File: src/hdl/rcdr_pkg.sv
/*
  constants for the rom card address decode and read control block.
  assumes a 16-bit processor address, 8-bit words and sixteen 256-word chip positions.
*/
// Summary of operation
// - the processor supplies a 16-bit address, bit 0 least significant; the card decodes bits 8 to 15 on every access and latches bits 0 to 7 for the chips.
// - card_match is true only when the top four address bits equal the jumper pattern, each bit taken true or inverted.
// - address bits 8 to 11 pick one of sixteen chip positions, bit 11 choosing the decoder half and bits 8 to 10 its input.
// - the low eight address bits are latched under card_match and broadcast to every chip position.
// - rom_card_selected is true only when rom_card_enable_in, card_match and chip present were all true at the last strobe.
// - no chip enable is raised unless rom_card_selected is true.
// - mem_data_out is driven with the enabled chip's data only while rom_card_selected is true.
// - one presence setting per chip position is looked up by address bits 8 to 11, high when a chip is fitted.
// - the presence result is latched as chip present, and an empty position leaves the card unselected.
// - rw_card_enable_out is raised, latched, whenever rom_card_selected is false.
// - a fitted chip covering the address withholds rw_card_enable_out, so rom wins over ram.
// - a read has an addressing phase that decodes and enables one location, then a data phase returning the word.
package rcdr_pkg;
  localparam int ADDR_W      = 16;
  localparam int DATA_W      = 8;
  localparam int NUM_CHIPS   = 16;
  localparam int WORD_W      = 8;
  localparam int POS_W       = 4;
  localparam int WORD_LSB    = 0;
  localparam int POS_LSB     = 8;
  localparam int HALF_BIT    = 11;
  localparam int REGION_LSB  = 12;
  localparam int REGION_W    = 4;
  localparam logic [DATA_W-1:0]    DATA_RST    = 8'h00;
  localparam logic [NUM_CHIPS-1:0] ENABLE_RST  = 16'h0000;
  localparam logic [WORD_W-1:0]    WORD_RST    = 8'h00;
  localparam logic [POS_W-1:0]     POS_RST     = 4'h0;
  localparam logic                 RW_ENA_RST  = 1'b1;
endpackage

File: src/hdl/rcdr_decoder_3to8.sv
/*
  one three-to-eight line decoder with an enable.
  assumes its inputs are already stable in the system clock domain.
*/
`timescale 1ns/1ps
module rcdr_decoder_3to8 (
  input  wire logic       enable,
  input  wire logic [2:0] sel,
  output logic      [7:0] onehot
);
  assign onehot = enable ? (8'h01 << sel) : 8'h00;
endmodule

File: src/hdl/rcdr_rom_card_decode_read.sv
/*
  address decode and read control for a sixteen-position rom card.
  assumes addr, strobe, enable and jumpers are external pins (double synchronised here)
  and chip_read_data returns data from the enabled position one clock after enable.
*/
`timescale 1ns/1ps
module rcdr_rom_card_decode_read
  import rcdr_pkg::*;
#(
  parameter int ADDR_BITS = ADDR_W
) (
  input  wire logic                 clk_sys,
  input  wire logic                 rstn,
  input  wire logic [ADDR_BITS-1:0] mem_addr,
  input  wire logic                 addr_strobe,
  input  wire logic                 rom_card_enable_in,
  input  wire logic [REGION_W-1:0]  region_match_inputs,
  input  wire logic [NUM_CHIPS-1:0] chip_fitted,
  input  wire logic [DATA_W-1:0]    chip_read_data,
  output logic      [NUM_CHIPS-1:0] chip_enable,
  output logic      [WORD_W-1:0]    word_in_chip_addr,
  output logic      [DATA_W-1:0]    mem_data_out,
  output logic                      mem_data_out_en,
  output logic                      rom_card_selected,
  output logic                      rw_card_enable_out
);
  // two-stage synchronisers; first stage is read only by the second
  logic [ADDR_BITS-1:0] addr_s1_reg, addr_s2_reg;
  logic [1:0]           ctl_s1_reg, ctl_s2_reg;
  logic [REGION_W-1:0]  jmp_s1_reg, jmp_s2_reg;
  logic [NUM_CHIPS-1:0] fit_s1_reg, fit_s2_reg;
  logic                 strobe_d_reg;

  always_ff @(posedge clk_sys or negedge rstn) begin
    if (!rstn) begin
      addr_s1_reg  <= '0;
      addr_s2_reg  <= '0;
      ctl_s1_reg   <= '0;
      ctl_s2_reg   <= '0;
      jmp_s1_reg   <= '0;
      jmp_s2_reg   <= '0;
      fit_s1_reg   <= '0;
      fit_s2_reg   <= '0;
      strobe_d_reg <= 1'b0;
    end else begin
      addr_s1_reg  <= mem_addr;
      addr_s2_reg  <= addr_s1_reg;
      ctl_s1_reg   <= {rom_card_enable_in, addr_strobe};
      ctl_s2_reg   <= ctl_s1_reg;
      jmp_s1_reg   <= region_match_inputs;
      jmp_s2_reg   <= jmp_s1_reg;
      fit_s1_reg   <= chip_fitted;
      fit_s2_reg   <= fit_s1_reg;
      strobe_d_reg <= ctl_s2_reg[0];
    end
  end

  // decode on synchronised address; jumpers set true/inverted sense per region bit
  wire                strobe_rise = ctl_s2_reg[0] && !strobe_d_reg;
  wire                enable_sync = ctl_s2_reg[1];
  wire [REGION_W-1:0] region_addr_bits = addr_s2_reg[REGION_LSB +: REGION_W];
  wire                card_match = (region_addr_bits ~^ jmp_s2_reg) == {REGION_W{1'b1}};
  wire [POS_W-1:0]    chip_position_addr = addr_s2_reg[POS_LSB +: POS_W];
  wire                fitted_here = fit_s2_reg[chip_position_addr];

  // latched decode, all taken on the same strobe edge
  logic [WORD_W-1:0] word_reg, word_next;
  logic [POS_W-1:0]  pos_reg, pos_next;
  logic              match_reg, present_reg, enable_reg;

  assign word_next = card_match ? addr_s2_reg[WORD_LSB +: WORD_W] : word_reg;
  assign pos_next  = chip_position_addr;

  always_ff @(posedge clk_sys or negedge rstn) begin
    if (!rstn) begin
      word_reg    <= WORD_RST;
      pos_reg     <= POS_RST;
      match_reg   <= 1'b0;
      present_reg <= 1'b0;
      enable_reg  <= 1'b0;
    end else if (strobe_rise) begin
      word_reg    <= word_next;
      pos_reg     <= pos_next;
      match_reg   <= card_match;
      present_reg <= fitted_here;
      enable_reg  <= enable_sync;
    end
  end

  wire selected_next = enable_reg && match_reg && present_reg;
  wire [NUM_CHIPS-1:0] enables_next;

  // bit 11 picks which decoder half; empty positions never get selected
  rcdr_decoder_3to8 u_dec_lo (
    .enable (selected_next && !pos_reg[HALF_BIT-POS_LSB]),
    .sel    (pos_reg[2:0]),
    .onehot (enables_next[7:0])
  );
  rcdr_decoder_3to8 u_dec_hi (
    .enable (selected_next && pos_reg[HALF_BIT-POS_LSB]),
    .sel    (pos_reg[2:0]),
    .onehot (enables_next[15:8])
  );

  // data and its enable share one condition, so no stale word shows while undriven
  wire              drive_next = rom_card_selected && selected_next;
  wire [DATA_W-1:0] data_next  = drive_next ? chip_read_data : DATA_RST;

  always_ff @(posedge clk_sys or negedge rstn) begin
    if (!rstn) begin
      chip_enable        <= ENABLE_RST;
      word_in_chip_addr  <= WORD_RST;
      rom_card_selected  <= 1'b0;
      rw_card_enable_out <= RW_ENA_RST;
      mem_data_out       <= DATA_RST;
      mem_data_out_en    <= 1'b0;
    end else begin
      chip_enable        <= enables_next;
      word_in_chip_addr  <= word_reg;
      rom_card_selected  <= selected_next;
      rw_card_enable_out <= !selected_next;
      mem_data_out       <= data_next;
      mem_data_out_en    <= drive_next;
    end
  end

  // checks
  AST_SEL_NEEDS_ALL: assert property (@(posedge clk_sys) disable iff (!rstn)
    rom_card_selected |-> $past(enable_reg) && $past(match_reg) && $past(present_reg))
    else $error("selected without enable, match and presence");
  AST_NO_ENABLE_UNSELECTED: assert property (@(posedge clk_sys) disable iff (!rstn)
    !rom_card_selected |-> chip_enable == ENABLE_RST)
    else $error("chip enable raised while unselected");
  AST_ONE_ENABLE: assert property (@(posedge clk_sys) disable iff (!rstn)
    rom_card_selected |-> $onehot(chip_enable) && chip_enable[$past(pos_reg)])
    else $error("chip enable not the addressed position");
  AST_DATA_GATED: assert property (@(posedge clk_sys) disable iff (!rstn)
    mem_data_out_en |-> $past(rom_card_selected) && mem_data_out == $past(chip_read_data))
    else $error("data driven without selection");
  AST_RAM_COMPLEMENT: assert property (@(posedge clk_sys) disable iff (!rstn)
    rw_card_enable_out != rom_card_selected)
    else $error("ram enable not complement of selection");
  AST_ROM_PRIORITY: assert property (@(posedge clk_sys) disable iff (!rstn)
    (enable_reg && match_reg && present_reg) |=> !rw_card_enable_out)
    else $error("ram enabled over fitted rom");
  AST_EMPTY_UNSELECTED: assert property (@(posedge clk_sys) disable iff (!rstn)
    (strobe_rise && !fitted_here) |=> ##1 !rom_card_selected)
    else $error("empty position selected");
  AST_MATCH_PATTERN: assert property (@(posedge clk_sys) disable iff (!rstn)
    (strobe_rise && region_addr_bits != jmp_s2_reg) |=> !match_reg ##1 !rom_card_selected)
    else $error("card matched wrong region");
  AST_WORD_LATCH: assert property (@(posedge clk_sys) disable iff (!rstn)
    (strobe_rise && card_match) |=> ##1 word_in_chip_addr == $past(addr_s2_reg[7:0], 2))
    else $error("word address not broadcast");

  // latches move only on the synchronised strobe edge, so the data phase sees one decode
  AST_LATCH_HOLD: assert property (@(posedge clk_sys) disable iff (!rstn)
    !strobe_rise |=> $stable(match_reg) && $stable(present_reg) && $stable(enable_reg) && $stable(pos_reg))
    else $error("decode latches moved without strobe");
  // the word latch ignores accesses aimed at another card
  AST_WORD_HOLD: assert property (@(posedge clk_sys) disable iff (!rstn)
    (strobe_rise && !card_match) |=> $stable(word_reg))
    else $error("word latch loaded without card match");
  // a matching access leaves its low address bits in the word latch
  AST_WORD_LOAD: assert property (@(posedge clk_sys) disable iff (!rstn)
    (strobe_rise && card_match) |=> word_reg == $past(addr_s2_reg[WORD_LSB +: WORD_W]))
    else $error("word latch missed matching address");
  // the broadcast copy trails the latch by one clock
  AST_WORD_BROADCAST: assert property (@(posedge clk_sys) disable iff (!rstn)
    word_in_chip_addr == $past(word_reg))
    else $error("word address broadcast differs from latch");
  // presence comes from the position bits of the same access, not a later one
  AST_PRESENT_LOOKUP: assert property (@(posedge clk_sys) disable iff (!rstn)
    strobe_rise |=> present_reg == $past(fit_s2_reg[addr_s2_reg[POS_LSB +: POS_W]]))
    else $error("presence latch not the addressed position");
  // every region bit equal to its jumper must give a match
  AST_MATCH_LOAD: assert property (@(posedge clk_sys) disable iff (!rstn)
    (strobe_rise && region_addr_bits == jmp_s2_reg) |=> match_reg)
    else $error("matching region not recognised");
  // the card enable is taken at the strobe edge, later changes are ignored
  AST_ENABLE_LOAD: assert property (@(posedge clk_sys) disable iff (!rstn)
    strobe_rise |=> enable_reg == $past(enable_sync))
    else $error("card enable not latched at strobe");
  // position latch holds the chip bits of the strobed address
  AST_POS_LOAD: assert property (@(posedge clk_sys) disable iff (!rstn)
    strobe_rise |=> pos_reg == $past(addr_s2_reg[POS_LSB +: POS_W]))
    else $error("position latch not the addressed position");
  // the top position bit picks the upper decoder
  AST_HALF_SELECT: assert property (@(posedge clk_sys) disable iff (!rstn)
    rom_card_selected |-> (|chip_enable[15:8]) == $past(pos_reg[HALF_BIT-POS_LSB]))
    else $error("wrong decoder half enabled");
  // two chips driving the data lines at once would fight
  AST_AT_MOST_ONE: assert property (@(posedge clk_sys) disable iff (!rstn)
    $onehot0(chip_enable))
    else $error("more than one chip enabled");
  // chip enables stand as long as the decode latches do
  AST_ENABLE_STABLE: assert property (@(posedge clk_sys) disable iff (!rstn)
    ($stable(pos_reg) && $stable(match_reg) && $stable(present_reg) && $stable(enable_reg))
    |=> $stable(chip_enable))
    else $error("chip enable moved between strobes");
  // an empty socket never sees a chip enable
  AST_FIT_BEHIND_ENABLE: assert property (@(posedge clk_sys) disable iff (!rstn)
    (|chip_enable) |-> $past(present_reg))
    else $error("chip enabled at empty position");
  // ram enable is the registered inverse of the combined select terms
  AST_RW_FOLLOWS: assert property (@(posedge clk_sys) disable iff (!rstn)
    rw_card_enable_out == !$past(enable_reg && match_reg && present_reg))
    else $error("ram enable does not follow selection");
  // a refused card hands the access to the ram card
  AST_RW_ON_REFUSE: assert property (@(posedge clk_sys) disable iff (!rstn)
    (strobe_rise && !enable_sync) |=> ##1 rw_card_enable_out)
    else $error("ram enable withheld while card disabled");
  // enable, region and presence together must select the card
  AST_SEL_ON_HIT: assert property (@(posedge clk_sys) disable iff (!rstn)
    (strobe_rise && enable_sync && region_addr_bits == jmp_s2_reg && fit_s2_reg[addr_s2_reg[POS_LSB +: POS_W]])
    |=> ##1 rom_card_selected)
    else $error("card not selected for a fitted matching access");
  // data is only driven for a selected card
  AST_DATA_EN_NEEDS_SEL: assert property (@(posedge clk_sys) disable iff (!rstn)
    mem_data_out_en |-> rom_card_selected)
    else $error("data enable without selection");
  // undriven data lines rest at zero
  AST_DATA_ZERO_IDLE: assert property (@(posedge clk_sys) disable iff (!rstn)
    !mem_data_out_en |-> mem_data_out == DATA_RST)
    else $error("data present while not driving");
  // dropping the selection stops driving in the same clock
  AST_DATA_OFF_AT_DESELECT: assert property (@(posedge clk_sys) disable iff (!rstn)
    $fell(rom_card_selected) |-> !mem_data_out_en)
    else $error("data still driven after deselection");
endmodule

File: config.mk
export PLATFORM = sky130hd
export DESIGN_NAME = rcdr_rom_card_decode_read
export DESIGN_NICKNAME = d
export VERILOG_FILES = /design/src/hdl/rcdr_pkg.sv /design/src/hdl/rcdr_decoder_3to8.sv /design/src/hdl/rcdr_rom_card_decode_read.sv
export SDC_FILE = /design/constraint.sdc
export NUM_CORES = 1
export LEC_CHECK = 0
export ABC_CLOCK_PERIOD_IN_PS = 4200
export BUFFER_PORTS_ARGS = -buffer_cell sky130_fd_sc_hd__buf_2
export CAP_MARGIN = 20
export CELL_PAD_IN_SITES_DETAIL_PLACEMENT = 2
export CELL_PAD_IN_SITES_GLOBAL_PLACEMENT = 2
export CORE_UTILIZATION = 41
export CTS_CLUSTER_SIZE = 16
export DETAILED_ROUTE_END_ITERATION = 6
export GPL_ROUTABILITY_DRIVEN = 0
export PLACE_DENSITY = 0.85
export SLEW_MARGIN = 20
export SYNTH_ARGS = -nofsm -noshare
export SYNTH_HDL_FRONTEND = slang
export SYNTH_HIERARCHICAL = 1
export SYNTH_SLANG_ARGS = --single-unit
export TNS_END_PERCENT = 20
File: constraint.sdc
create_clock -name clk_sys -period 4.2 [get_ports clk_sys]
set_input_delay 0.42 -clock clk_sys [delete_from_list [all_inputs] [get_ports clk_sys]]
set_output_delay 0.42 -clock clk_sys [all_outputs]
set_load 0.01 [all_outputs]
==> results.ini, run 1 <==
[min_path]
hold_end=addr_s1_reg[13]
whs_path_depth=1
holdCritStartpoint=mem_addr[13]
hold_path_class=primary input to register

[synth]
synth.distinct_cells=32
synth_nets=246
ys_top_cells_by_area=dfrtp_1, mux2_2, and3_1, and4bb_1, and4b_2
synth_top_area_cell=dfrtp_1
async_flop_share_pct=100
synth_warnings=6
synth_area_um2=3830
ys.flop_type=dfrtp_1
syn_inst=198
synth_edf_count=0
ys_seq_area_share_pct=82.9
synth_top_area_share_pct=82.2
syn-mean-instance-area_um2=19.4
synth.cells.most_frequent=dfrtp_1, mux2_2, and3_1
yosysMostFrequentCell=dfrtp_1
ys_ff_latch=127

[drt]
first_iter_violations=42
viasPerCell=4.78
drt-total-wl_um=9850
drc=0
vias=2175
dr.pass1.iters=4
wl_per_cell_um=21.7
ant_nets=0

[cells_and_area]
fin_nets=382
drive_gt1_share_pct=41.5
n_antenna_cell=0
utilization_pct=60.0
syn2layout_area_growth_pct=39.2

[timing]
post-route-period-util_pct=45.4
max_freq_ghz=0.524
tns_ns=0
hold_violations=0
finalMaxSlewViolations=0
finClkSkew_ns=0.00748
setup_viol=0
worst_slew_pin_slew_ns=0.684
finalWorstPathRequiredPeriod_ns=1.91
slew_headroom_pct=54.4
grt_setup_unrepaired=no

[critical_path]
path_max_fanout=11
cp-end-kind=register
worst_setup_path_start_kind=register
r2r-start=strobe_d_reg
crit_arrival_ns=2.31
regToRegSetupSlack_ns=2.29
criticalPathCategory=register to register
r2r_cells=3
crit_required_ns=4.60
r2r-end=word_reg[0]

[global_route]
grtUsageMet1_pct=26.7
grtUsageMet3_pct=7.38
grt_max_degree=54
grt_usage_pct=23.0
grt_pass1_vias=2592
grt_use_met2_pct=41.4
grt_pass1_wl_um=15600
busiest_layer=met2
grt.overflow.total=0
antenna_found_initial=0

[placement]
hpwl_um=4920
io_buffers=82

[floorplanning]
core-area_um2=8890
fp-row-count=34
die_y_um=98.7
io_pins=83
die-area_um2=9740
start_util_pct=43.1
die_x_um=98.7

[status]
status=complete, no violations

[clocking]
root_buffer=clkbuf_8
clk_pin_slew_worst_paths_ns=0.06
clockBufferDepth=2
insertion_delay_ns=0.51
clock-sinks=127
numCtsBuffers=17
post-cts-setup-buffers=0
cts_tree=yes
htree_levels=4

[power_and_ir_drop]
cellPowerDensity_nw_per_um2=567
p_leak_nw=2.66
vdd_drop_max_mv=0.297

[run]
maxCapViolations=0

critical path, stage by stage (launching register included):
cell	delay, ns
dfrtp_1	0.38
nand2b_1	0.39
nor3_4	0.60
mux2_2	0.42
routing by layer:
metal  up-vias  part of all wire (%)  wire length [um]
li1        963                     -                 -
met1      1139                    39              3880
met2        65                    56              5520
met3         8                   3.9               384
met4         0                  0.71                70
met5         -                     0                 0
cell families after synthesis:
logic type | after synthesis | synth area share, %
flip-flops | 127 | 82.9
AND/OR/NAND/NOR | 37 | 8.22
multiplexers | 18 | 5.87
AO/OA/AOI/OAI | 6 | 1.21
buffers and inverters | 6 | 0.848
XOR/XNOR | 4 | 0.914
report_power, final:
part / internal (mW) / total, mW / switching (mW)
clock network: 0.887 / 1.46 / 0.576
registers: 1.32 / 1.38 / 0.0667
logic: 0.0946 / 0.180 / 0.0859
total: 2.30 / 3.03 / 0.729
cells in the final DEF (no fill, tap or decap), drive strengths merged, types with 2 or more instances in the layout:
cell type and instances:
and2 2, and3 8, and4 2, and4b 6, and4bb 6, buf 84
bufinv 2, clkbuf 19, clkinv 4, clkinvlp 3, dfrtp 126, dlygate4sd3 37
inv 6, mux2 13, mux2i 3, mux4 2, nand2 3, nand3 3
nor2 2, nor4b 2, o211ai 2, xnor2 3
how the worst max path moves through the flow:
| stage | startpoint | endpoint | slack [ns] |
|---|---|---|---|
| global route | strobe_d_reg | word_reg[1] | 2.18 |
| finish | strobe_d_reg | word_reg[0] | 2.29 |
| global placement | strobe_d_reg | word_reg[3] | 2.50 |
| floorplan | jmp_s2_reg[0] | word_reg[0] | 2.80 |
| CTS | strobe_d_reg | word_reg[0] | 2.26 |
| detailed placement | strobe_d_reg | word_reg[0] | 2.35 |
through the flow:
step	power (mW)	hold WS (ns)	setup WS, ns	area, um2	cells
after CTS	3.03	0.00286	2.26	5300	451
after global placement	1.52	0.331	2.50	4370	386
after detailed placement	1.54	0.336	2.35	4370	386
after floorplan	1.44	0.124	2.80	3830	198
after global routing	3.13	0.00347	2.18	5340	455
final	3.03	0.0287	2.29	5340	455
area by class of cell:
cell class | instances | area (um2)
multi-input cells | 65 | 622
flip-flops and latches | 127 | 3180
well taps | 108 | 135
repair buffers | 121 | 798
inverters | 2 | 7.51
clock buffers | 19 | 442
clock inverters | 13 | 153
fillers | 730 | 3550
what timing repair did:
item,in CTS,in global routing
hold buffers,33,4
endpoints found under the hold margin,83,4
resized for setup,0,0
Power figures use the tool's default switching activity.
==> inputs of run 2 (changes only) <==
--- a/config.mk
+++ b/config.mk
@@ -5,16 +5,16 @@
 export SDC_FILE = /design/constraint.sdc
 export NUM_CORES = 1
 export LEC_CHECK = 0
-export ABC_CLOCK_PERIOD_IN_PS = 4200
+export ABC_CLOCK_PERIOD_IN_PS = 1700
 export BUFFER_PORTS_ARGS = -buffer_cell sky130_fd_sc_hd__buf_2
 export CAP_MARGIN = 20
 export CELL_PAD_IN_SITES_DETAIL_PLACEMENT = 2
 export CELL_PAD_IN_SITES_GLOBAL_PLACEMENT = 2
-export CORE_UTILIZATION = 41
+export CORE_UTILIZATION = 35
 export CTS_CLUSTER_SIZE = 16
 export DETAILED_ROUTE_END_ITERATION = 6
 export GPL_ROUTABILITY_DRIVEN = 0
-export PLACE_DENSITY = 0.85
+export PLACE_DENSITY = 0.77
 export SLEW_MARGIN = 20
 export SYNTH_ARGS = -nofsm -noshare
 export SYNTH_HDL_FRONTEND = slang
==> constraint.sdc (replaced) <==
create_clock -name clk_sys -period 1.7 [get_ports clk_sys]
set_input_delay 0.17 -clock clk_sys [delete_from_list [all_inputs] [get_ports clk_sys]]
set_output_delay 0.17 -clock clk_sys [all_outputs]
set_load 0.01 [all_outputs]
==> results.ini, run 2 (same netlist as run 1, synthesis figures left out) <==
[floorplanning]
die_y_um=107  ; was 98.7 um
core-area_um2=10500  ; was 8890 um2
start_util_pct=36.6  ; was 43.1%
io_pins=83  ; unchanged
die_x_um=107  ; was 98.7 um
die-area_um2=11400  ; was 9740 um2
fp-row-count=37  ; was 34

[global_route]
grt_pass1_wl_um=13900  ; was 15600 um
grt_max_degree=69  ; was 54
grtUsageMet3_pct=4.62  ; was 7.38%
busiest_layer=met2  ; unchanged
antenna_found_initial=0  ; unchanged
grt_usage_pct=16.8  ; was 23.0%
grtUsageMet1_pct=17.5  ; was 26.7%
grt_pass1_vias=2636  ; was 2592
grt_use_met2_pct=31.7  ; was 41.4%
grt.overflow.total=0  ; unchanged

[cells_and_area]
final_common_cell=dfrtp_1  ; unchanged
final_area_um2=5610  ; was 5340 um2
fillers=958  ; was 730
seq_area_um2=3180  ; unchanged
drive_gt1_share_pct=40.4  ; was 41.5%
syn2layout_area_growth_pct=46.3  ; was 39.2%
utilization_pct=53.6  ; was 60.0%
n_antenna_cell=0  ; unchanged
multi_input_area_um2=622  ; unchanged
fin_nets=395  ; was 382
instances_no_fill=495  ; was 455
final_cell_mix=dfrtp_1, buf_2, dlygate4sd3_1  ; unchanged

[critical_path]
crit_slowest_cell=dfrtp_1  ; was nor3_4
critPathMaxStageDelay_ns=0.50  ; was 0.60 ns
criticalPathCategory=register to register  ; unchanged
crit_path_cell_trace=mux2_4 -> or3_1 -> o2111ai_1 -> o211ai_1  ; was nand2b_1 -> nor3_4 -> mux2_2
crit_required_ns=2.07  ; was 4.60 ns
critPathBufInv=0  ; unchanged
worst_setup_path_start_kind=register  ; unchanged
cp-end-kind=register  ; unchanged
path_max_fanout=6  ; was 11
crit_family=flip-flops  ; was simple AND/OR/NAND/NOR gates
crit_arrival_ns=1.90  ; was 2.31 ns

[timing]
setup_viol=0  ; unchanged
max_freq_ghz=0.652  ; was 0.524 GHz
finClkSkew_ns=0.00896  ; was 0.00748 ns
slew_headroom_pct=67.4  ; was 54.4%
hold_violations=0  ; unchanged
grt_setup_unrepaired=no  ; unchanged
tns_ns=0  ; unchanged
holdWs_ns=0.164  ; was 0.0287 ns
finalMaxSlewViolations=0  ; unchanged
post-route-period-util_pct=90.2  ; was 45.4%
worst_slew_pin_slew_ns=0.489  ; was 0.684 ns
finalWorstPathRequiredPeriod_ns=1.53  ; was 1.91 ns
layout_setup_ws_ns=0.166  ; was 2.29 ns

[drt]
dr.pass1.iters=3  ; was 4
viasPerCell=4.48  ; was 4.78
drt-total-wl_um=8480  ; was 9850 um
ant_nets=0  ; unchanged
wl_per_cell_um=17.1  ; was 21.7 um
vias=2219  ; was 2175
drc=0  ; unchanged
first_iter_violations=60  ; was 42

[clocking]
numCtsBuffers=17  ; unchanged
post_cts_resized=0  ; unchanged
htree_levels=4  ; unchanged
clk_pin_slew_worst_paths_ns=0.06  ; about the same
cts_tree=yes  ; unchanged
post-cts-setup-buffers=0  ; unchanged
insertion_delay_ns=0.50  ; was 0.51 ns
clockBufferDepth=2  ; unchanged
root_buffer=clkbuf_8  ; unchanged
clock-sinks=127  ; unchanged

[power_and_ir_drop]
vdd_drop_max_mv=0.848  ; was 0.297 mV
power.total_mw=8.04  ; was 3.03 mW
p_leak_nw=2.78  ; was 2.66 nW
cellPowerDensity_nw_per_um2=1430  ; was 567 nW/um2

[placement]
dp_cells=417  ; was 386
hpwl_um=4640  ; was 4920 um
postPlaceCellArea_um2=4450  ; was 4370 um2
io_buffers=82  ; unchanged
dp_slack_ns=0.180  ; was 2.35 ns

[run]
maxCapViolations=0  ; unchanged

[status]
status=complete, no violations  ; unchanged

[min_path]
hold_path_class=primary input to asynchronous set/reset pin  ; was primary input to register

run 2: cell count changes in the layout (fill, tap and decap cells not counted):
cell and change:
bufinv_16 +5, buf_4 +1, clkbuf_1 +1, dlygate4sd3_1 +10, clkinvlp_4 -3, inv_6 -1
clkinv_4 -2, clkbuf_8 -1, buf_12 +2
run 2: worst register-to-register path: stages (launching register included):
cell and delay (ns):
dfrtp_1 0.50, mux2_4 0.33, or3_1 0.34, o2111ai_1 0.11
o211ai_1 0.13
run 2: layout make-up:
class	count	area share, %
Clock buffer	19	7.69
Clock inverter	12	4.53
Timing Repair Buffer	134	16.9
Inverter	2	0.134
Multi-Input combinational cell	65	11.1
Tap cell	136	3.03
Sequential cell	127	56.7
run 2: per-layer routing:
metal	vias to the layer above	part of all wire, %
met2	71	57
met3	10	4.0
met4	0	1.3
met5	-	0
met1	1156	37
li1	982	-
run 2: worst paths after layout:
kind,startpoint,endpoint,slack [ns],cells after the start
max,addr_s2_reg[9],present_reg,0.17,4
min,rstn,word_in_chip_addr[5],0.16,2
max reg2reg,addr_s2_reg[9],present_reg,0.17,4
min reg2reg,fit_s1_reg[13],fit_s2_reg[13],0.35,0
max in group asynchronous,rstn,pos_reg[2],0.84,3
min in group clk_sys,region_match_inputs[0],jmp_s1_reg[0],0.31,2
run 2: timing repair:
| item | in CTS | in global routing |
|---|---|---|
| endpoints found under the setup margin | 0 | 0 |
| endpoints found under the hold margin | 104 | 0 |
| hold buffers | 47 | 0 |
run 2: power by group:
group,switching (mW),internal [mW]
registers,0.143,3.26
clock network,1.31,2.88
logic,0.198,0.258
==> inputs of run 3 (changes only) <==
==> constraint.sdc (replaced) <==
create_clock -name clk_sys -period 1.7 [get_ports clk_sys]
set_input_delay 0.085 -clock clk_sys [delete_from_list [all_inputs] [get_ports clk_sys]]
set_output_delay 0.085 -clock clk_sys [all_outputs]
set_load 0.01 [all_outputs]
==> results.ini, run 3 (same netlist as run 1, synthesis figures left out) <==
[status]
status=complete, no violations  ; unchanged

[power_and_ir_drop]
power.total_mw=7.37  ; was 8.04 mW
p_leak_nw=2.71  ; was 2.78 nW
vdd_drop_max_mv=0.659  ; was 0.848 mV
cellPowerDensity_nw_per_um2=1340  ; was 1430 nW/um2

[critical_path]
endpoint=word_reg[7]  ; was present_reg
regToRegSetupSlack_ns=0.15  ; was 0.17 ns
startpoint=jmp_s2_reg[2]  ; was addr_s2_reg[9]
r2r-end=word_reg[7]  ; was present_reg
crit_required_ns=2.09  ; was 2.07 ns
path_max_fanout=9  ; was 6
worst_setup_path_start_kind=register  ; unchanged
crit_arrival_ns=1.93  ; was 1.90 ns
criticalPathCategory=register to register  ; unchanged
r2r_cells=5  ; was 4
cp-end-kind=register  ; unchanged
r2r-start=jmp_s2_reg[2]  ; was addr_s2_reg[9]

[cells_and_area]
final_common_cell=dfrtp_1  ; unchanged
instances_no_fill=497  ; was 495
final_area_um2=5490  ; was 5610 um2
drive_gt1_share_pct=40.4  ; about the same
fin_nets=396  ; was 395
syn2layout_area_growth_pct=43.3  ; was 46.3%
final_cell_mix=dfrtp_1, buf_2, dlygate4sd3_1  ; unchanged
n_antenna_cell=0  ; unchanged

[placement]
dp_cells=418  ; was 417
postPlaceCellArea_um2=4450  ; about the same
hpwl_um=4920  ; was 4640 um
io_buffers=82  ; unchanged

[drt]
wl_per_cell_um=17.9  ; was 17.1 um
vias=2196  ; was 2219
dr.pass1.iters=4  ; was 3
first_iter_violations=42  ; was 60
drt-total-wl_um=8880  ; was 8480 um
drc=0  ; unchanged
ant_nets=0  ; unchanged
viasPerCell=4.42  ; was 4.48

[timing]
hold_violations=0  ; unchanged
finalWorstPathRequiredPeriod_ns=1.55  ; was 1.53 ns
finalMaxSlewViolations=0  ; unchanged
grt_setup_unrepaired=no  ; unchanged
worst_slew_pin_slew_ns=0.465  ; was 0.489 ns
tns_ns=0  ; unchanged
max_freq_ghz=0.647  ; was 0.652 GHz
post-route-period-util_pct=90.9  ; was 90.2%
holdWs_ns=0.0266  ; was 0.164 ns
slew_headroom_pct=69.0  ; was 67.4%
finClkSkew_ns=0.0122  ; was 0.00896 ns
setup_viol=0  ; unchanged

[floorplanning]
core-area_um2=10500  ; unchanged
io_pins=83  ; unchanged
die_y_um=107  ; unchanged
die-area_um2=11400  ; unchanged
start_util_pct=36.6  ; unchanged
die_x_um=107  ; unchanged
fp-row-count=37  ; unchanged

[global_route]
grt_usage_pct=17.7  ; was 16.8%
grt.overflow.total=0  ; unchanged
grt_pass1_wl_um=14100  ; was 13900 um
grt_max_degree=69  ; unchanged
grt_pass1_vias=2575  ; was 2636
antenna_found_initial=0  ; unchanged

[clocking]
cts_tree=yes  ; unchanged
root_buffer=clkbuf_8  ; unchanged
clock-sinks=127  ; unchanged
htree_levels=4  ; unchanged
numCtsBuffers=17  ; unchanged
clk_pin_slew_worst_paths_ns=0.06  ; about the same
clockBufferDepth=2  ; unchanged
insertion_delay_ns=0.51  ; was 0.50 ns
post-cts-setup-buffers=0  ; unchanged

[run]
maxCapViolations=0  ; unchanged

[min_path]
hold_path_class=primary input to asynchronous set/reset pin  ; unchanged

## run 3: changes by cell type in the layout (fill, tap and decap cells not counted), sizes merged
cell,change
clkinv,-2
buf,+1
clkinvlp,+5
inv,+3
bufinv,-5
## run 3: area by class of cell
class                   count  area, um2
clock buffers              19        422
clock inverters            13        153
fillers                   977       4970
inverters                   2       7.51
multi-input cells          65        622
flip-flops and latches    127       3180
well taps                 136        170
repair buffers            135        941
## run 3: stage by stage
step | util, % | setup WS [ns]
2_1_floorplan | - | 0.303
3_3_place_gp | 42.5 | 0.248
3_5_place_dp | 42.5 | 0.202
4_1_cts | 52.5 | 0.151
5_1_grt | 52.5 | 0.0409
6_report | 52.5 | 0.154
## run 3: metal layers
layer	vias up	part of all wire, %	global-route usage, %
met5	-	0	0
met4	0	2.0	8.61
met3	13	4.3	4.62
met2	76	58	33.1
met1	1119	36	18.2
li1	988	-	-
## run 3: repair_timing
action / in CTS / in global routing
hold buffers: 47 / 0
endpoints found under the hold margin: 173 / 0
gates resized for setup: 0 / 0
## run 3: power breakdown
group / internal (mW) / leakage, nW / switching (mW)
clock: 2.12 / 0.264 / 1.39
sequential: 3.25 / 1.56 / 0.152
combinational: 0.256 / 0.886 / 0.199
## run 3: how the worst min path moves through the flow
stage	start	to	depth (start not counted)
final	rstn	word_in_chip_addr[5]	2
after global routing	rstn	word_reg[5]	2
after CTS	rstn	word_reg[5]	2
after detailed placement	rstn	word_reg[5]	1
after global placement	rstn	word_in_chip_addr[1]	1
after floorplan	rstn	addr_s1_reg[0]	0
## run 3: critical path: stages (launching register included)
cell and delay (ns):
dfrtp_1 0.37, xnor2_1 0.17, nand3_1 0.14, nor3_4 0.13, buf_4 0.22, mux2_2 0.38
